===== src/core/line_power_defs.vh =====
// Constants for the line transceiver power-mode controller
`ifndef LINE_POWER_DEFS_VH
`define LINE_POWER_DEFS_VH

// ----------------------------------------------------------------
// Clock rate and timing
// ----------------------------------------------------------------
`define CLK_MHZ         36'd250
`define IDLE_SEC        36'd30
`define IDLE_CYC        (`IDLE_SEC * 36'd1000000 * `CLK_MHZ)
`define WAKE_US         36'd25
`define WAKE_CYC        (`WAKE_US * `CLK_MHZ)
`define MISS_US         36'd90
`define MISS_CYC        (`MISS_US * `CLK_MHZ)

// ----------------------------------------------------------------
// Register offsets (byte addresses)
// ----------------------------------------------------------------
`define REG_STATUS      12'h000
`define REG_IRQ_STATUS  12'h004
`define REG_IRQ_MASK    12'h008

// ----------------------------------------------------------------
// Status register fields
// ----------------------------------------------------------------
`define ST_MODE_LSB     0
`define ST_MODE_MSB     1
`define ST_TX_EN        2
`define ST_MISSING_N    3
`define ST_PUMP_POS     4
`define ST_PUMP_NEG     5
`define ST_FORCE_POWER_DOWN_N_INPUT_N 6
`define ST_FORCE_ACT    7

// ----------------------------------------------------------------
// Interrupt bits and reset values
// ----------------------------------------------------------------
`define IRQ_W           4
`define IRQ_AUTO_OFF    0
`define IRQ_TX_ON       1
`define IRQ_LOST        2
`define IRQ_RESTORED    3
`define IRQ_MASK_RST    4'h0

`endif


===== src/core/line_power_ctrl.v =====
// Power-mode control and missing-signal detector of a dual line transceiver
// Functional notes
// - Force-shutdown low forces shutdown; transmitters high-Z, receivers keep working.
// - Force-active high with force-shutdown high keeps transmitters on, timer ignored.
// - Automatic mode shuts transmitters and supply after 30 s of no input activity.
// - Every receiver or transmitter input edge restarts the inactivity time.
// - Automatic shutdown ends on any transition at receiver or transmitter inputs.
// - Transmitters become active 25 us after leaving shutdown.
// - Missing-signal output goes low after 90 us without valid levels on all receivers.
// - Missing-signal output high while receive activity valid, in every mode.
// - Receivers always active; each output is the inverse of its line input.
// - Enabled transmitters drive the inverse of their logic input.
// - Pump runs in bursts: on while rail below 5.5 V, off above.
// - Any shutdown stops pumps and floats transmitter outputs.
// - Missing signal only when both receivers sit inside +-0.3 V for 90 us.
// - Inactivity shutdown interval lies between 15 and 60 s, nominally 30.
//
// The placing of the registers and the APB slave port are this design's own decisions.
`timescale 1ns/1ps
`default_nettype none
`include "line_power_defs.vh"

module line_power_ctrl #(
  parameter        NCH         = 2,
  parameter        ADDR_W      = 12,
  parameter [35:0] IDLE_CYCLES = `IDLE_CYC,
  parameter [35:0] WAKE_CYCLES = `WAKE_CYC,
  parameter [35:0] MISS_CYCLES = `MISS_CYC
) (
  input  wire              pclk,
  input  wire              presetn,
  input  wire              psel,
  input  wire              penable,
  input  wire              pwrite,
  input  wire [ADDR_W-1:0] paddr,
  input  wire [31:0]       pwdata,
  output wire              pready,
  output reg  [31:0]       prdata,
  output wire              pslverr,
  output wire              irq,
  input  wire              force_shutdown_n,
  input  wire              force_active,
  input  wire [NCH-1:0]    tx_in,
  input  wire [NCH-1:0]    rx_line,
  input  wire [NCH-1:0]    rx_level_valid,
  input  wire              rail_pos_low,
  input  wire              rail_neg_low,
  output wire [NCH-1:0]    rx_out,
  output wire [NCH-1:0]    tx_line_out,
  output wire [NCH-1:0]    tx_line_oe,
  output wire              missing_signal_n,
  output wire              pump_pos_en,
  output wire              pump_neg_en,
  output wire              supply_on
);

  // ----------------------------------------------------------------
  // Operating modes
  // ----------------------------------------------------------------
  localparam [1:0] MODE_ACTIVE     = 2'h0;
  localparam [1:0] MODE_WAKING     = 2'h1;
  localparam [1:0] MODE_AUTO_OFF   = 2'h2;
  localparam [1:0] MODE_FORCED_OFF = 2'h3;

  localparam SW = 3 * NCH + 4;

  // ----------------------------------------------------------------
  // Pin synchronisation
  // ----------------------------------------------------------------
  wire [SW-1:0] pins_s;
  wire [NCH-1:0] tx_s;
  wire [NCH-1:0] rx_s;
  wire [NCH-1:0] valid_s;
  wire          fshdn_n_s;
  wire          fact_s;
  wire          pos_low_s;
  wire          neg_low_s;

  // Force-shutdown line resets high so reset lands in automatic active mode
  pin_sync #(
    .WIDTH   (SW),
    .RST_VAL ({{(SW-4){1'b0}}, 4'h1})
  ) u_sync (
    .pclk    (pclk),
    .presetn (presetn),
    .pin     ({tx_in, rx_line, rx_level_valid, rail_neg_low, rail_pos_low,
               force_active, force_shutdown_n}),
    .sync    (pins_s)
  );

  assign fshdn_n_s = pins_s[0];
  assign fact_s    = pins_s[1];
  assign pos_low_s = pins_s[2];
  assign neg_low_s = pins_s[3];
  assign valid_s   = pins_s[NCH+3:4];
  assign rx_s      = pins_s[2*NCH+3:NCH+4];
  assign tx_s      = pins_s[3*NCH+3:2*NCH+4];

  // ----------------------------------------------------------------
  // Activity edge detection
  // ----------------------------------------------------------------
  reg  [NCH-1:0] rx_prev_q;
  reg  [NCH-1:0] tx_prev_q;
  wire           activity;

  always @(posedge pclk or negedge presetn) begin
    if (!presetn) begin
      rx_prev_q <= {NCH{1'b0}};
      tx_prev_q <= {NCH{1'b0}};
    end else begin
      rx_prev_q <= rx_s;
      tx_prev_q <= tx_s;
    end
  end

  assign activity = |((rx_s ^ rx_prev_q) | (tx_s ^ tx_prev_q));

  // ----------------------------------------------------------------
  // Mode state machine
  // ----------------------------------------------------------------
  reg  [1:0]  mode_q;
  reg  [1:0]  mode_d;
  reg  [35:0] idle_cnt_q;
  reg  [35:0] idle_cnt_d;
  reg  [15:0] wake_cnt_q;
  reg  [15:0] wake_cnt_d;
  wire        idle_done;
  wire        wake_done;

  assign idle_done = (idle_cnt_q == IDLE_CYCLES - 36'd1);
  assign wake_done = (wake_cnt_q == WAKE_CYCLES[15:0] - 16'd1);

  always @* begin
    mode_d     = mode_q;
    idle_cnt_d = 36'd0;
    wake_cnt_d = 16'd0;
    if (!fshdn_n_s) begin
      mode_d = MODE_FORCED_OFF;
    end else begin
      case (mode_q)
        MODE_ACTIVE: begin
          if (!fact_s && !activity) begin
            if (idle_done) begin
              mode_d = MODE_AUTO_OFF;
            end else begin
              idle_cnt_d = idle_cnt_q + 36'd1;
            end
          end
        end
        MODE_WAKING: begin
          if (wake_done) begin
            mode_d = MODE_ACTIVE;
          end else begin
            wake_cnt_d = wake_cnt_q + 16'd1;
          end
        end
        MODE_AUTO_OFF: begin
          if (fact_s || activity) begin
            mode_d = MODE_WAKING;
          end
        end
        MODE_FORCED_OFF: begin
          mode_d = MODE_WAKING;
        end
        default: begin
          mode_d = MODE_ACTIVE;
        end
      endcase
    end
  end

  always @(posedge pclk or negedge presetn) begin
    if (!presetn) begin
      mode_q     <= MODE_ACTIVE;
      idle_cnt_q <= 36'd0;
      wake_cnt_q <= 16'd0;
    end else begin
      mode_q     <= mode_d;
      idle_cnt_q <= idle_cnt_d;
      wake_cnt_q <= wake_cnt_d;
    end
  end

  // ----------------------------------------------------------------
  // Missing-signal detector
  // ----------------------------------------------------------------
  reg  [35:0] miss_cnt_q;
  reg         missing_n_q;
  wire        any_valid;

  assign any_valid = |valid_s;

  always @(posedge pclk or negedge presetn) begin
    if (!presetn) begin
      miss_cnt_q  <= 36'd0;
      missing_n_q <= 1'b1;
    end else if (any_valid) begin
      miss_cnt_q  <= 36'd0;
      missing_n_q <= 1'b1;
    end else if (miss_cnt_q == MISS_CYCLES - 36'd1) begin
      missing_n_q <= 1'b0;
    end else begin
      miss_cnt_q  <= miss_cnt_q + 36'd1;
    end
  end

  // ----------------------------------------------------------------
  // Line datapath and pump control
  // ----------------------------------------------------------------
  reg  [NCH-1:0] rx_out_q;
  reg  [NCH-1:0] tx_out_q;
  reg            tx_en_q;
  reg            pump_pos_q;
  reg            pump_neg_q;
  reg            supply_q;
  wire           powered;

  assign powered = (mode_d == MODE_ACTIVE) || (mode_d == MODE_WAKING);

  always @(posedge pclk or negedge presetn) begin
    if (!presetn) begin
      rx_out_q   <= {NCH{1'b1}};
      tx_out_q   <= {NCH{1'b1}};
      tx_en_q    <= 1'b0;
      pump_pos_q <= 1'b0;
      pump_neg_q <= 1'b0;
      supply_q   <= 1'b1;
    end else begin
      rx_out_q   <= ~rx_s;
      tx_out_q   <= ~tx_s;
      tx_en_q    <= (mode_d == MODE_ACTIVE);
      pump_pos_q <= powered & pos_low_s;
      pump_neg_q <= powered & neg_low_s;
      supply_q   <= powered;
    end
  end

  assign rx_out           = rx_out_q;
  assign tx_line_out      = tx_out_q;
  assign tx_line_oe       = {NCH{tx_en_q}};
  assign missing_signal_n = missing_n_q;
  assign pump_pos_en      = pump_pos_q;
  assign pump_neg_en      = pump_neg_q;
  assign supply_on        = supply_q;

  // ----------------------------------------------------------------
  // Interrupt events
  // ----------------------------------------------------------------
  reg  [`IRQ_W-1:0] irq_stat_q;
  reg  [`IRQ_W-1:0] irq_mask_q;
  reg               tx_en_prev_q;
  reg               missing_prev_q;
  reg  [1:0]        mode_prev_q;
  wire [`IRQ_W-1:0] irq_set;
  wire [`IRQ_W-1:0] irq_clr;
  wire              wr_en;
  wire              rd_setup;
  wire [ADDR_W-1:0] addr;

  assign irq_set[`IRQ_AUTO_OFF] = (mode_q == MODE_AUTO_OFF) &&
                                  (mode_prev_q != MODE_AUTO_OFF);
  assign irq_set[`IRQ_TX_ON]    = tx_en_q & ~tx_en_prev_q;
  assign irq_set[`IRQ_LOST]     = ~missing_n_q & missing_prev_q;
  assign irq_set[`IRQ_RESTORED] = missing_n_q & ~missing_prev_q;

  always @(posedge pclk or negedge presetn) begin
    if (!presetn) begin
      tx_en_prev_q   <= 1'b0;
      missing_prev_q <= 1'b1;
      mode_prev_q    <= MODE_ACTIVE;
    end else begin
      tx_en_prev_q   <= tx_en_q;
      missing_prev_q <= missing_n_q;
      mode_prev_q    <= mode_q;
    end
  end

  // ----------------------------------------------------------------
  // APB slave
  // ----------------------------------------------------------------
  assign addr     = paddr;
  assign pready   = 1'b1;
  assign wr_en    = psel & penable & pwrite;
  assign rd_setup = psel & ~penable & ~pwrite;
  assign pslverr  = psel & penable &
                    (addr != `REG_STATUS) &&
                    (addr != `REG_IRQ_STATUS) &&
                    (addr != `REG_IRQ_MASK);
  assign irq_clr  = (wr_en && addr == `REG_IRQ_STATUS) ?
                    pwdata[`IRQ_W-1:0] : {`IRQ_W{1'b0}};
  assign irq      = |(irq_stat_q & irq_mask_q);

  // Set wins over a simultaneous write-one-to-clear
  always @(posedge pclk or negedge presetn) begin
    if (!presetn) begin
      irq_stat_q <= {`IRQ_W{1'b0}};
      irq_mask_q <= `IRQ_MASK_RST;
    end else begin
      irq_stat_q <= (irq_stat_q & ~irq_clr) | irq_set;
      if (wr_en && addr == `REG_IRQ_MASK) begin
        irq_mask_q <= pwdata[`IRQ_W-1:0];
      end
    end
  end

  // Read data is captured in the setup cycle and stands through access
  always @(posedge pclk or negedge presetn) begin
    if (!presetn) begin
      prdata <= 32'h00000000;
    end else if (rd_setup) begin
      prdata <= 32'h00000000;
      case (addr)
        `REG_STATUS: begin
          prdata[`ST_MODE_MSB:`ST_MODE_LSB] <= mode_q;
          prdata[`ST_TX_EN]                 <= tx_en_q;
          prdata[`ST_MISSING_N]             <= missing_n_q;
          prdata[`ST_PUMP_POS]              <= pump_pos_q;
          prdata[`ST_PUMP_NEG]              <= pump_neg_q;
          prdata[`ST_FORCE_POWER_DOWN_N_INPUT_N]          <= fshdn_n_s;
          prdata[`ST_FORCE_ACT]             <= fact_s;
        end
        `REG_IRQ_STATUS: begin
          prdata[`IRQ_W-1:0] <= irq_stat_q;
        end
        `REG_IRQ_MASK: begin
          prdata[`IRQ_W-1:0] <= irq_mask_q;
        end
        default: begin
          prdata <= 32'h00000000;
        end
      endcase
    end
  end

endmodule // line_power_ctrl

`default_nettype wire


===== src/core/pin_sync.v =====
// Two-stage synchroniser for a vector of asynchronous pins
`timescale 1ns/1ps
`default_nettype none

module pin_sync #(
  parameter       WIDTH   = 1,
  parameter [WIDTH-1:0] RST_VAL = {WIDTH{1'b0}}
) (
  input  wire             pclk,
  input  wire             presetn,
  input  wire [WIDTH-1:0] pin,
  output wire [WIDTH-1:0] sync
);

  reg [WIDTH-1:0] meta_q;
  reg [WIDTH-1:0] sync_q;

  always @(posedge pclk or negedge presetn) begin
    if (!presetn) begin
      meta_q <= RST_VAL;
      sync_q <= RST_VAL;
    end else begin
      meta_q <= pin;
      sync_q <= meta_q;
    end
  end

  assign sync = sync_q;

endmodule // pin_sync

`default_nettype wire


===== config.mk =====
export PLATFORM = sky130hd
export DESIGN_NAME = line_power_ctrl
export DESIGN_NICKNAME = d
export VERILOG_FILES = /design/src/core/line_power_ctrl.v /design/src/core/pin_sync.v
export VERILOG_INCLUDE_DIRS = /design/src /design/src/core
export SDC_FILE = /design/constraint.sdc
export NUM_CORES = 1
export LEC_CHECK = 0
export BUFFER_PORTS_ARGS = -buffer_cell sky130_fd_sc_hd__buf_2
export CORE_MARGIN = 5
export CORE_UTILIZATION = 55
export DETAILED_ROUTE_END_ITERATION = 10
export PLACE_DENSITY = 0.77
export SLEW_MARGIN = 5
export SYNTH_ARGS = -nofsm -noshare
export SYNTH_HDL_FRONTEND = slang
export SYNTH_SLANG_ARGS = --single-unit

===== constraint.sdc =====
create_clock -name pclk -period 4.8 [get_ports pclk]
set_input_delay 0.72 -clock pclk [delete_from_list [all_inputs] [get_ports pclk]]
set_output_delay 0.72 -clock pclk [all_outputs]
set_load 0.02 [all_outputs]

==> impl_metrics.prom, run 1 <==
# TYPE chip_impl_metric gauge
chip_impl_info{name="run_status",value="complete, no violations"} 1
chip_impl_metric{name="clkLatencyLatePin",unit="ns"} 0.42
chip_impl_metric{name="hold-worst-slack",unit="ns"} 0.347
chip_impl_metric{name="footprint_of_the_multi_input_gates",unit="µm²"} 2720
chip_impl_metric{name="grt_start_max_net_pins",unit=""} 104
chip_impl_info{name="timing.critical_path.cells",value="buf_2 -> nor4_1 -> nand3_1 -> nor3b_2 -> nor3_1 -> buf_2"} 1
chip_impl_metric{name="worst-endpoint-required",unit="ns"} 4.08
chip_impl_metric{name="global_route_usage_over_all_layers",unit="%"} 19.3
chip_impl_metric{name="routed-via-count",unit=""} 4698
chip_impl_metric{name="maxCapViolations",unit=""} 0
chip_impl_metric{name="cts_hold_buf",unit=""} 0
chip_impl_metric{name="dp_hpwl",unit="µm"} 8710
chip_impl_metric{name="synth_cell_types",unit=""} 51
chip_impl_metric{name="min_delay_path_depth",unit=""} 0
chip_impl_info{name="timing.critical_path.slowest_stage_cell",value="sky130_fd_sc_hd__nor3b_2"} 1
chip_impl_metric{name="grt_overflow",unit=""} 0
chip_impl_metric{name="remaining_drc_errors",unit=""} 0
chip_impl_info{name="post-synth-top-area-cell",value="sky130_fd_sc_hd__dfrtp_1"} 1
chip_impl_metric{name="final-max-slew-violation-count",unit=""} 0
chip_impl_metric{name="path_max_fanout",unit=""} 6
chip_impl_metric{name="drt_first_pass_iters",unit=""} 4
chip_impl_metric{name="cp_num_buf_inv",unit=""} 2
chip_impl_metric{name="syn_area_per_cell",unit="µm²"} 10.4
chip_impl_metric{name="numPlacedInstances",unit=""} 810
chip_impl_info{name="hold_worst_path_end",value="u_sync.sync[6]"} 1
chip_impl_metric{name="path_clk_slew",unit="ns"} 0.06
chip_impl_metric{name="antennaDiodeCount",unit=""} 0
chip_impl_metric{name="register_area",unit="µm²"} 3590
chip_impl_metric{name="routed_wl",unit="µm"} 13000
chip_impl_metric{name="grt_pass1_vias",unit=""} 4779
chip_impl_info{name="hold_class",value="reg2reg"} 1
chip_impl_metric{name="cts_repair_resizes",unit=""} 0
chip_impl_metric{name="cts_sinks",unit=""} 143
chip_impl_metric{name="setup_viol",unit=""} 0
chip_impl_metric{name="critPathArrivalTime",unit="ns"} 1.99
chip_impl_metric{name="synth_top_area_share",unit="%"} 50.7
chip_impl_metric{name="num_io_pins",unit=""} 104
chip_impl_metric{name="cts_setup_buffers",unit=""} 0
chip_impl_metric{name="ant_nets",unit=""} 0
chip_impl_metric{name="layout_worst_path_cycle_share",unit="%"} 56.4
chip_impl_metric{name="crit_path_max_incr_delay",unit="ns"} 0.38
chip_impl_info{name="worst_setup_sp_type",value="primary input"} 1
chip_impl_metric{name="worst_pin_slew",unit="ns"} 1.04
chip_impl_metric{name="max_slew_margin",unit="%"} 30.0
chip_impl_metric{name="floorplan.rows",unit=""} 40
chip_impl_metric{name="place_worst_setup_slack",unit="ns"} 2.10
chip_impl_info{name="cts_tree",value="done"} 1
chip_impl_metric{name="max-clock-path-buffers",unit=""} 2
chip_impl_info{name="critPathKind",value="in2out"} 1
chip_impl_info{name="min-delay-start",value="u_sync.meta_q[6]"} 1
chip_impl_metric{name="initial_core_util",unit="%"} 55.5
chip_impl_info{name="crit_family",value="simple AND/OR/NAND/NOR gates"} 1
chip_impl_metric{name="die_area",unit="µm²"} 14300
chip_impl_metric{name="power.static_leakage",unit="nW"} 3.24
chip_impl_metric{name="fin_skew",unit="ns"} 0.00907
chip_impl_metric{name="maximum_clock_rate",unit="GHz"} 0.370
chip_impl_info{name="worst_setup_path_end_kind",value="primary output"} 1
chip_impl_metric{name="period_needed",unit="ns"} 2.71
chip_impl_metric{name="detailedRoute.firstIterationViolations",unit=""} 367
chip_impl_metric{name="numPortBuffers",unit=""} 50
chip_impl_metric{name="synth-warning-count",unit=""} 0
chip_impl_metric{name="timing_hold_violations_final",unit=""} 0
chip_impl_metric{name="route.detailed.wl_per_inst",unit="µm"} 15.5
chip_impl_metric{name="synth_area",unit="µm²"} 6610
chip_impl_metric{name="totalNegativeSetupSlack",unit="ns"} 0
chip_impl_metric{name="area_growth",unit="%"} 13.0
chip_impl_metric{name="place_congestion",unit=""} 0.830
chip_impl_metric{name="number_of_flip_flops_and_latches_in_the_synthesized_netlist",unit=""} 143
chip_impl_metric{name="nNetsFinal",unit=""} 745
chip_impl_info{name="path_common_cell",value="sky130_fd_sc_hd__buf_2"} 1
chip_impl_metric{name="total_power",unit="mW"} 2.76
chip_impl_metric{name="antenna_violations_before_repair",unit=""} 0
chip_impl_metric{name="die_wd",unit="µm"} 120
chip_impl_metric{name="pwr_density_cell",unit="nW/µm²"} 369
chip_impl_metric{name="worst_ir_drop_vdd",unit="V"} 0.000221
chip_impl_info{name="clock_tree.root_cell",value="sky130_fd_sc_hd__clkbuf_16"} 1
chip_impl_metric{name="number_of_standard_cells_in_the_layout_taps_in_and_fillers_out",unit=""} 841
chip_impl_metric{name="htree_num_levels",unit=""} 4
chip_impl_metric{name="worst_r2r_path_depth",unit=""} 5
chip_impl_metric{name="coreArea",unit="µm²"} 11900
chip_impl_metric{name="wire_length_of_the_first_global_routing_pass",unit="µm"} 22400
chip_impl_info{name="worstReg2RegEnd",value="miss_cnt_q[35]"} 1
chip_impl_metric{name="post_route_cells_drive_above_1_share",unit="%"} 15.7
chip_impl_metric{name="portion_of_the_post_synthesis_area_used_by_sequential_elements",unit="%"} 54.3
chip_impl_metric{name="filler_cell_count",unit=""} 928
chip_impl_info{name="rsz0062_at_grt",value="false"} 1
chip_impl_info{name="synth.area.top_cells",value="sky130_fd_sc_hd__dfrtp_1 51%, sky130_fd_sc_hd__nor2_1 5.6%, sky130_fd_sc_hd__xnor2_1 5.4%"} 1
chip_impl_metric{name="die_height",unit="µm"} 120
chip_impl_metric{name="viasPerCell",unit=""} 5.59
chip_impl_info{name="r2r_start",value="miss_cnt_q[2]"} 1
chip_impl_metric{name="worst_reg_to_reg_setup_slack",unit="ns"} 2.36
chip_impl_metric{name="setup_slack",unit="ns"} 2.09
chip_impl_metric{name="syn_inst",unit=""} 636
chip_impl_metric{name="cts_inserted_buffers",unit=""} 17
[Yosys cell counts, drive strengths merged]
cell type	n
dfrtp	134
nor2	98
nand2	43
xnor2	41
xor2	39
buf	36
nand3	35
nor4	26
nand4	22
inv	19
and3	16
nor3	16
o21ai	13
clkbuf	11
dfstp	9
or3	9
and2	8
a21oi	7
a22o	6
a22oi	6
and4	6
mux2	6
ha	4
nor4b	4
nand2b	3
conb	2
or2	2
or3b	2
a31oi	1
a32o	1
and4b	1
mux2i	1
nand3b	1
nor3b	1
nor4bb	1
o21bai	1
o22ai	1
o2bb2ai	1
o31ai	1
or4	1
or4b	1
[metrics by stage]
stage	util, %	cell area (µm²)
2_1_floorplan	-	6700
3_3_place_gp	57.4	6830
3_5_place_dp	57.4	6830
4_1_cts	62.7	7470
5_1_grt	62.7	7470
6_report	62.7	7470
[sequential cells by signal (all words and copies together) (netlist names), 2 cells and up]
| register | flops |
|---|---|
| mode_prev_q | 2 |
| tx_prev_q | 2 |
| idle_cnt_q | 36 |
| u_sync.meta_q | 10 |
| prdata | 8 |
| wake_cnt_q | 16 |
| u_sync.sync | 10 |
| tx_line_out | 2 |
| irq_mask_q | 4 |
| rx_out | 2 |
| irq_stat_q | 4 |
| rx_prev_q | 2 |
| mode_q | 2 |
| miss_cnt_q | 36 |
[how the worst max path moves through the flow]
| stage | start | depth (start not counted) | slack [ns] | end |
|---|---|---|---|---|
| after floorplan | paddr[9] | 4 | 2.46 | pslverr |
| after global placement | paddr[9] | 6 | 2.16 | pslverr |
| after detailed placement | paddr[9] | 6 | 2.10 | pslverr |
| after CTS | paddr[9] | 6 | 2.10 | pslverr |
| after global routing | paddr[9] | 6 | 2.01 | pslverr |
| final | paddr[9] | 6 | 2.09 | pslverr |
[power breakdown]
part	total [mW]	leakage (nW)	switching, mW	internal, mW
registers	1.24	1.89	0.0112	1.23
logic	0.0898	1.05	0.0675	0.0223
clock network	1.43	0.305	0.510	0.925
total	2.76	3.24	0.588	2.17
[layout by cell type (no fill, tap or decap), drive strengths merged, types with 13 or more instances in the layout]
cell type	n
dfrtp	134
xnor2	41
conb	25
nand4	22
and3	16
clkbuf	19
buf	51
nand3	35
nor3	16
o21ai	13
nand2	43
inv	22
xor2	39
nor4	26
nor2	98
[area by class of cell]
class | count | area share, %
inverters | 19 | 0.954
well taps | 147 | 2.46
clock inverters | 12 | 2.80
repair buffers | 51 | 3.53
clock buffers | 19 | 5.79
flip-flops and latches | 143 | 48.0
multi-input cells | 450 | 36.4
[cell families (layout without fill, tap and decap cells)]
logic type	Yosys count	in the layout	synth area share, %
simple gates	296	296	23.5
flops	143	143	54.3
xor+xnor	80	80	10.6
buf+inv	66	101	5.86
compound gates	38	38	3.69
mux	7	7	1.17
fa+ha+maj	4	4	0.757
other cells	2	25	0.114
[routing by layer]
metal | vias to the layer above | routed length (µm) | GRT usage (%) | share of wire (%)
li1 | 2210 | - | - | -
met3 | 22 | 684 | 5.66 | 5.3
met4 | 0 | 255 | 8.80 | 2.0
met5 | - | 0 | 0 | 0
met1 | 2341 | 5680 | 24.3 | 44
met2 | 125 | 6380 | 31.1 | 49
Note: power is estimated with default switching activity, not from simulation.
==> run 2, diff against run 1 <==
--- a/config.mk
+++ b/config.mk
@@ -6,11 +6,12 @@
 export SDC_FILE = /design/constraint.sdc
 export NUM_CORES = 1
 export LEC_CHECK = 0
+export ABC_AREA = 1
 export BUFFER_PORTS_ARGS = -buffer_cell sky130_fd_sc_hd__buf_2
 export CORE_MARGIN = 5
 export CORE_UTILIZATION = 55
 export DETAILED_ROUTE_END_ITERATION = 10
-export PLACE_DENSITY = 0.77
+export PLACE_DENSITY = 0.76
 export SLEW_MARGIN = 5
 export SYNTH_ARGS = -nofsm -noshare
 export SYNTH_HDL_FRONTEND = slang
==> constraint.sdc (replaced) <==
create_clock -name pclk -period 2.71 [get_ports pclk]
set_input_delay 0.4065 -clock pclk [delete_from_list [all_inputs] [get_ports pclk]]
set_output_delay 0.4065 -clock pclk [all_outputs]
set_load 0.02 [all_outputs]
==> impl_metrics.prom, run 2 <==
# TYPE chip_impl_metric gauge
chip_impl_metric{name="power.static_leakage",unit="nW"} 3.61
chip_impl_metric{name="cts_setup_buffers",unit=""} 0
chip_impl_metric{name="grt_pass1_vias",unit=""} 5935
chip_impl_metric{name="pwr_density_cell",unit="nW/µm²"} 555
chip_impl_metric{name="final-max-slew-violation-count",unit=""} 0
chip_impl_metric{name="setup_viol",unit=""} 0
chip_impl_info{name="post-synth-top-area-cell",value="sky130_fd_sc_hd__dfrtp_1"} 1
chip_impl_metric{name="totalNegativeSetupSlack",unit="ns"} 0
chip_impl_metric{name="route.detailed.wl_per_inst",unit="µm"} 13.4
chip_impl_metric{name="synth_top_area_share",unit="%"} 44.8
chip_impl_info{name="critical_path.startpoint",value="idle_cnt_q[0]"} 1
chip_impl_info{name="layout_common_cells",value="201 x sky130_fd_sc_hd__nand2_1, 184 x sky130_fd_sc_hd__nor2_1, 134 x sky130_fd_sc_hd__dfrtp_1"} 1
chip_impl_metric{name="layout_worst_path_cycle_share",unit="%"} 77.1
chip_impl_metric{name="floorplan.rows",unit=""} 42
chip_impl_metric{name="worst-endpoint-required",unit="ns"} 3.01
chip_impl_metric{name="num_io_pins",unit=""} 104
chip_impl_metric{name="grt_overflow",unit=""} 0
chip_impl_metric{name="worst_reg_to_reg_setup_slack",unit="ns"} 0.62
chip_impl_metric{name="number_of_flip_flops_and_latches_in_the_synthesized_netlist",unit=""} 143
chip_impl_info{name="cts_tree",value="done"} 1
chip_impl_metric{name="area_growth",unit="%"} 13.2
chip_impl_metric{name="detailedRoute.firstIterationViolations",unit=""} 447
chip_impl_metric{name="period_needed",unit="ns"} 2.09
chip_impl_info{name="clock_tree.root_cell",value="sky130_fd_sc_hd__clkbuf_16"} 1
chip_impl_info{name="hold_class",value="in2reg"} 1
chip_impl_metric{name="worst_ir_drop_vdd",unit="V"} 0.000388
chip_impl_metric{name="wire_length_of_the_first_global_routing_pass",unit="µm"} 27400
chip_impl_metric{name="clkLatencyLatePin",unit="ns"} 0.42
chip_impl_metric{name="die_wd",unit="µm"} 127
chip_impl_metric{name="maxCapViolations",unit=""} 0
chip_impl_metric{name="numPortBuffers",unit=""} 50
chip_impl_metric{name="ys_async_sr_fraction",unit="%"} 100
chip_impl_metric{name="post_route_cells_drive_above_1_share",unit="%"} 14.8
chip_impl_metric{name="die_height",unit="µm"} 127
chip_impl_metric{name="ant_nets",unit=""} 0
chip_impl_info{name="synth.most_common_cell",value="sky130_fd_sc_hd__nand2_1"} 1
chip_impl_metric{name="critPathArrivalTime",unit="ns"} 2.39
chip_impl_info{name="synthTopCellsByCount",value="201 x sky130_fd_sc_hd__nand2_1, 184 x sky130_fd_sc_hd__nor2_1, 134 x sky130_fd_sc_hd__dfrtp_1, 114 x sky130_fd_sc_hd__inv_1, 41 x sky130_fd_sc_hd__nand3_1"} 1
chip_impl_metric{name="nNetsFinal",unit=""} 1076
chip_impl_info{name="synth-main-ff-cell",value="sky130_fd_sc_hd__dfrtp_1"} 1
chip_impl_info{name="biggestRegsByFlops",value="idle_cnt_q (36), miss_cnt_q (36), wake_cnt_q (16)"} 1
chip_impl_info{name="r2r_start",value="idle_cnt_q[0]"} 1
chip_impl_metric{name="coreArea",unit="µm²"} 13300
chip_impl_metric{name="cts_repair_resizes",unit=""} 0
chip_impl_metric{name="cts_sinks",unit=""} 143
chip_impl_metric{name="place_congestion",unit=""} 0.929
chip_impl_metric{name="syn_area_per_cell",unit="µm²"} 7.90
chip_impl_metric{name="synth_cell_types",unit=""} 38
chip_impl_metric{name="worst_r2r_path_depth",unit=""} 9
chip_impl_metric{name="initial_core_util",unit="%"} 56.4
chip_impl_info{name="critPathKind",value="reg2reg"} 1
chip_impl_metric{name="path_max_fanout",unit=""} 12
chip_impl_metric{name="die_area",unit="µm²"} 16100
chip_impl_metric{name="routed_wl",unit="µm"} 16100
chip_impl_metric{name="portion_of_the_post_synthesis_area_used_by_sequential_elements",unit="%"} 47.9
chip_impl_metric{name="max_slew_margin",unit="%"} 52.5
chip_impl_info{name="timing.critical_path.slowest_stage_cell",value="sky130_fd_sc_hd__dfrtp_1"} 1
chip_impl_metric{name="synth-edff-count",unit=""} 0
chip_impl_metric{name="global_route_usage_over_all_layers",unit="%"} 21.0
chip_impl_metric{name="antenna_violations_before_repair",unit=""} 0
chip_impl_metric{name="synth-warning-count",unit=""} 0
chip_impl_metric{name="cts_inserted_buffers",unit=""} 17
chip_impl_metric{name="antennaDiodeCount",unit=""} 0
chip_impl_metric{name="fin_skew",unit="ns"} 0.0101
chip_impl_metric{name="max-clock-path-buffers",unit=""} 2
chip_impl_metric{name="crit_path_max_incr_delay",unit="ns"} 0.44
chip_impl_metric{name="viasPerCell",unit=""} 5.16
chip_impl_info{name="worst_setup_sp_type",value="register"} 1
chip_impl_metric{name="syn_inst",unit=""} 948
chip_impl_metric{name="timing_hold_violations_final",unit=""} 0
chip_impl_metric{name="remaining_drc_errors",unit=""} 0
chip_impl_info{name="timing.critical_path.cells",value="ha_1 -> nand2_1 -> nor2_4 -> nand2_2 -> nor2_1 -> nand3_1 -> nand3_2 -> buf_4 -> nor3_1"} 1
chip_impl_metric{name="worst_pin_slew",unit="ns"} 0.712
chip_impl_metric{name="min_delay_path_depth",unit=""} 1
chip_impl_info{name="run_status",value="complete, no violations"} 1
chip_impl_metric{name="synth_area",unit="µm²"} 7490
chip_impl_metric{name="grt_start_max_net_pins",unit=""} 57
chip_impl_metric{name="routed-via-count",unit=""} 6208
chip_impl_info{name="commonest_non_fill_non_tap_cell_in_the_layout",value="sky130_fd_sc_hd__nand2_1"} 1
chip_impl_info{name="worst_setup_path_end_kind",value="register"} 1
chip_impl_metric{name="drt_first_pass_iters",unit=""} 6
chip_impl_info{name="min-delay-start",value="force_shutdown_n"} 1
chip_impl_info{name="synth.area.top_cells",value="sky130_fd_sc_hd__dfrtp_1 45%, sky130_fd_sc_hd__nand2_1 10%, sky130_fd_sc_hd__nor2_1 9.2%"} 1
chip_impl_metric{name="htree_num_levels",unit=""} 4
chip_impl_metric{name="finalCoreUtilization",unit="%"} 63.8
chip_impl_metric{name="path_clk_slew",unit="ns"} 0.06
chip_impl_metric{name="maximum_clock_rate",unit="GHz"} 0.478
chip_impl_metric{name="dp_hpwl",unit="µm"} 11900
chip_impl_info{name="rsz0062_at_grt",value="false"} 1
## run 2: cell types whose count changed after synthesis, moves of 23 or more
cell	before	now
sky130_fd_sc_hd__xnor2_1	41	10
sky130_fd_sc_hd__nor3_1	16	40
sky130_fd_sc_hd__nand2_1	43	201
sky130_fd_sc_hd__inv_1	19	114
sky130_fd_sc_hd__nor2_1	98	184
sky130_fd_sc_hd__nor4_1	24	1
## run 2: logic make-up after synthesis
group / count (synthesis) / share of synthesized area [%]
fa+ha+maj: 4 / 0.668
other cells: 2 / 0.100
flops: 143 / 47.9
buf+inv: 155 / 9.39
compound gates: 65 / 4.59
simple gates: 544 / 33.2
xor+xnor: 35 / 4.09
## run 2: repair_timing
| item | in CTS | in global routing |
|---|---|---|
| endpoints found under the setup margin | 0 | 0 |
| hold endpoints to repair | 46 | 0 |
| hold buffers | 1 | 0 |
## run 2: worst paths after layout
kind                               endpoint
hold reg to reg              u_sync.sync[8]
setup reg to reg              idle_cnt_q[4]
hold / removal             u_sync.meta_q[0]
setup / recovery              idle_cnt_q[4]
min in group asynchronous     wake_cnt_q[3]
max in group asynchronous    u_sync.sync[0]
## run 2: power by group
part	total, mW	switching, mW	leakage [nW]	internal, mW
sequential	2.18	0.0164	1.88	2.17
combinational	0.170	0.129	1.45	0.0410
clock	2.36	0.898	0.283	1.46
## run 2: per-layer routing
| layer | wire length [µm] | GRT usage [%] |
|---|---|---|
| met1 | 7280 | 28.6 |
| met2 | 7410 | 32.9 |
| met3 | 1000 | 4.62 |
| met4 | 414 | 8.39 |
| met5 | 0 | 0 |
## run 2: critical path, delay by kind of cell (launching register included)
kind / cells / cell delay [ns]
adders and majority gates: 1 / 0.20
buffers and inverters: 1 / 0.26
DFF: 1 / 0.44
and+or+nand+nor: 7 / 1.06
## run 2: per-stage QoR
step / cell area, µm² / setup slack, ns / std cells / hold slack (ns) / total power, mW
after floorplan: 7580 / 1.12 / 971 / 0.111 / 2.33
after global placement: 7880 / 0.662 / 1169 / 0.331 / 2.39
after detailed placement: 7880 / 0.620 / 1169 / 0.335 / 2.39
after CTS: 8480 / 0.598 / 1202 / 0.0653 / 4.76
after global routing: 8480 / 0.434 / 1202 / 0.0569 / 4.89
final: 8480 / 0.620 / 1202 / 0.0752 / 4.71
## run 2: cell type report
class                           instances  area (µm²)
Inverter                              121         454
Clock inverter                         11         158
Timing Repair Buffer                   57         337
Multi-Input combinational cell        673        3290
Tap cell                              176         220
Sequential cell                       143        3590
Fill cell                            1141        4810
Clock buffer                           21         440
==> run 3, diff against run 2 <==
--- a/config.mk
+++ b/config.mk
@@ -9,9 +9,9 @@
 export ABC_AREA = 1
 export BUFFER_PORTS_ARGS = -buffer_cell sky130_fd_sc_hd__buf_2
 export CORE_MARGIN = 5
-export CORE_UTILIZATION = 55
+export CORE_UTILIZATION = 52
 export DETAILED_ROUTE_END_ITERATION = 10
-export PLACE_DENSITY = 0.76
+export PLACE_DENSITY = 0.75
 export SLEW_MARGIN = 5
 export SYNTH_ARGS = -nofsm -noshare
 export SYNTH_HDL_FRONTEND = slang
==> constraint.sdc (replaced) <==
create_clock -name pclk -period 1.85 [get_ports pclk]
set_input_delay 0.2775 -clock pclk [delete_from_list [all_inputs] [get_ports pclk]]
set_output_delay 0.2775 -clock pclk [all_outputs]
set_load 0.02 [all_outputs]
==> impl_metrics.prom, run 3 (same netlist as run 2, synthesis figures left out) <==
# TYPE chip_impl_metric gauge
chip_impl_metric{name="coreArea",unit="µm²"} 14000
chip_impl_metric{name="htree_num_levels",unit=""} 4
chip_impl_metric{name="register_area",unit="µm²"} 3590
chip_impl_metric{name="routed-via-count",unit=""} 6246
chip_impl_info{name="critPathKind",value="reg2reg"} 1
chip_impl_metric{name="place_congestion",unit=""} 0.948
chip_impl_metric{name="numPlacedInstances",unit=""} 1180
chip_impl_metric{name="cts_inserted_buffers",unit=""} 17
chip_impl_info{name="hold_class",value="in2reg"} 1
chip_impl_metric{name="period_needed",unit="ns"} 1.79
chip_impl_metric{name="worst-endpoint-required",unit="ns"} 2.16
chip_impl_metric{name="nNetsFinal",unit=""} 1094
chip_impl_info{name="cts_tree",value="done"} 1
chip_impl_metric{name="dp_hpwl",unit="µm"} 11800
chip_impl_metric{name="critPathArrivalTime",unit="ns"} 2.10
chip_impl_metric{name="min_delay_path_depth",unit=""} 3
chip_impl_metric{name="initial_core_util",unit="%"} 53.6
chip_impl_metric{name="die_height",unit="µm"} 130
chip_impl_metric{name="drt_first_pass_iters",unit=""} 5
chip_impl_metric{name="max-clock-path-buffers",unit=""} 2
chip_impl_metric{name="total_power",unit="mW"} 6.80
chip_impl_metric{name="viasPerCell",unit=""} 5.10
chip_impl_metric{name="maxCapViolations",unit=""} 0
chip_impl_metric{name="power.static_leakage",unit="nW"} 3.70
chip_impl_metric{name="num_io_pins",unit=""} 104
chip_impl_metric{name="antennaDiodeCount",unit=""} 0
chip_impl_metric{name="numPortBuffers",unit=""} 50
chip_impl_metric{name="max_slew_margin",unit="%"} 56.3
chip_impl_metric{name="die_area",unit="µm²"} 16900
chip_impl_metric{name="worst_r2r_path_depth",unit=""} 7
chip_impl_metric{name="grt_overflow",unit=""} 0
chip_impl_metric{name="setup_viol",unit=""} 0
chip_impl_metric{name="layout_worst_path_cycle_share",unit="%"} 96.7
chip_impl_metric{name="ant_nets",unit=""} 0
chip_impl_info{name="worst_setup_sp_type",value="register"} 1
chip_impl_metric{name="cts_setup_buffers",unit=""} 0
chip_impl_metric{name="clkLatencyLatePin",unit="ns"} 0.42
chip_impl_metric{name="timing_hold_violations_final",unit=""} 0
chip_impl_info{name="biggestRegsByFlops",value="idle_cnt_q (36), miss_cnt_q (36), wake_cnt_q (16)"} 1
chip_impl_metric{name="worst_ir_drop_vdd",unit="V"} 0.000640
chip_impl_metric{name="area_growth",unit="%"} 16.0
chip_impl_metric{name="die_wd",unit="µm"} 130
chip_impl_metric{name="worst_pin_slew",unit="ns"} 0.655
chip_impl_metric{name="path_max_fanout",unit=""} 5
chip_impl_metric{name="antenna_violations_before_repair",unit=""} 0
chip_impl_info{name="clock_tree.root_cell",value="sky130_fd_sc_hd__clkbuf_16"} 1
chip_impl_metric{name="totalNegativeSetupSlack",unit="ns"} 0
chip_impl_metric{name="cts_sinks",unit=""} 143
chip_impl_metric{name="path_clk_slew",unit="ns"} 0.06
chip_impl_metric{name="detailedRoute.firstIterationViolations",unit=""} 485
chip_impl_metric{name="filler_cell_count",unit=""} 1209
chip_impl_metric{name="maximum_clock_rate",unit="GHz"} 0.559
chip_impl_info{name="worst_setup_path_end_kind",value="register"} 1
chip_impl_metric{name="floorplan.rows",unit=""} 43
chip_impl_info{name="layout_common_cells",value="201 x sky130_fd_sc_hd__nand2_1, 182 x sky130_fd_sc_hd__nor2_1, 133 x sky130_fd_sc_hd__dfrtp_1"} 1
chip_impl_info{name="commonest_non_fill_non_tap_cell_in_the_layout",value="sky130_fd_sc_hd__nand2_1"} 1
chip_impl_metric{name="pwr_density_cell",unit="nW/µm²"} 782
chip_impl_metric{name="remaining_drc_errors",unit=""} 0
chip_impl_metric{name="grt_pass1_vias",unit=""} 6102
chip_impl_metric{name="post_route_cells_drive_above_1_share",unit="%"} 16.1
chip_impl_metric{name="number_of_standard_cells_in_the_layout_taps_in_and_fillers_out",unit=""} 1224
chip_impl_metric{name="grt_start_max_net_pins",unit=""} 44
chip_impl_metric{name="footprint_of_the_multi_input_gates",unit="µm²"} 3320
chip_impl_metric{name="routed_wl",unit="µm"} 16700
chip_impl_metric{name="global_route_usage_over_all_layers",unit="%"} 20.7
chip_impl_metric{name="route.detailed.wl_per_inst",unit="µm"} 13.6
chip_impl_info{name="run_status",value="complete, no violations"} 1
chip_impl_metric{name="fin_skew",unit="ns"} 0.00597
chip_impl_metric{name="final-max-slew-violation-count",unit=""} 0
chip_impl_metric{name="wire_length_of_the_first_global_routing_pass",unit="µm"} 27800
==> run 3: per-layer routing <==
layer	vias up	wire length [µm]	track usage, %
met5	-	0	0
met4	0	334	8.31
met3	30	1050	4.67
li1	3107	-	-
met2	204	7860	33.9
met1	2905	7430	26.8
==> run 3: path summary, 6_finish.rpt <==
kind / start / endpoint / slack, ns
max in group asynchronous: presetn / idle_cnt_q[32] / 0.91
min in group asynchronous: presetn / u_sync.sync[5] / 0.35
max: idle_cnt_q[1] / idle_cnt_q[26] / 0.06
max reg2reg: idle_cnt_q[1] / idle_cnt_q[26] / 0.06
min: pwdata[1] / irq_mask_q[1] / 0.14
min reg2reg: u_sync.meta_q[8] / u_sync.sync[8] / 0.35
==> run 3: repair_timing <==
action | in CTS | in global routing
gates resized for setup | 0 | 9
hold endpoints to repair | 48 | 0
hold buffers | 11 | 0
setup endpoints to repair | 0 | 45
==> run 3: area by class of cell <==
cell class | count | share of cell area, %
flip-flops and latches | 143 | 41.3
multi-input cells | 673 | 38.2
repair buffers | 75 | 6.06
inverters | 121 | 5.23
clock buffers | 19 | 4.98
well taps | 180 | 2.59
clock inverters | 13 | 1.63
==> run 3: worst max-delay path, cell delays in order, from the launching register on <==
cell and delay (ns):
sky130_fd_sc_hd__dfrtp_1 0.36, sky130_fd_sc_hd__ha_1 0.16, sky130_fd_sc_hd__nand2_1 0.10, sky130_fd_sc_hd__nor2_4 0.15
sky130_fd_sc_hd__nand3b_1 0.14, sky130_fd_sc_hd__nor2_1 0.43, sky130_fd_sc_hd__and3_1 0.27, sky130_fd_sc_hd__nor3_2 0.05
==> run 3: through the flow <==
stage	utilization (%)	hold WS (ns)	area [µm²]	worst slack [ns]
floorplan	-	-0.0181	7580	0.259
global placement	56.8	0.227	7950	0.101
detailed placement	56.8	0.230	7950	0.0474
CTS	61.7	0.128	8630	0.0327
global route	62.1	0.136	8690	-0.0897
finish	62.1	0.142	8690	0.0616
==> run 3: power by group <==
group          switching, mW  internal [mW]
Clock                   1.34           1.99
Sequential            0.0227           3.18
Combinational          0.196         0.0848
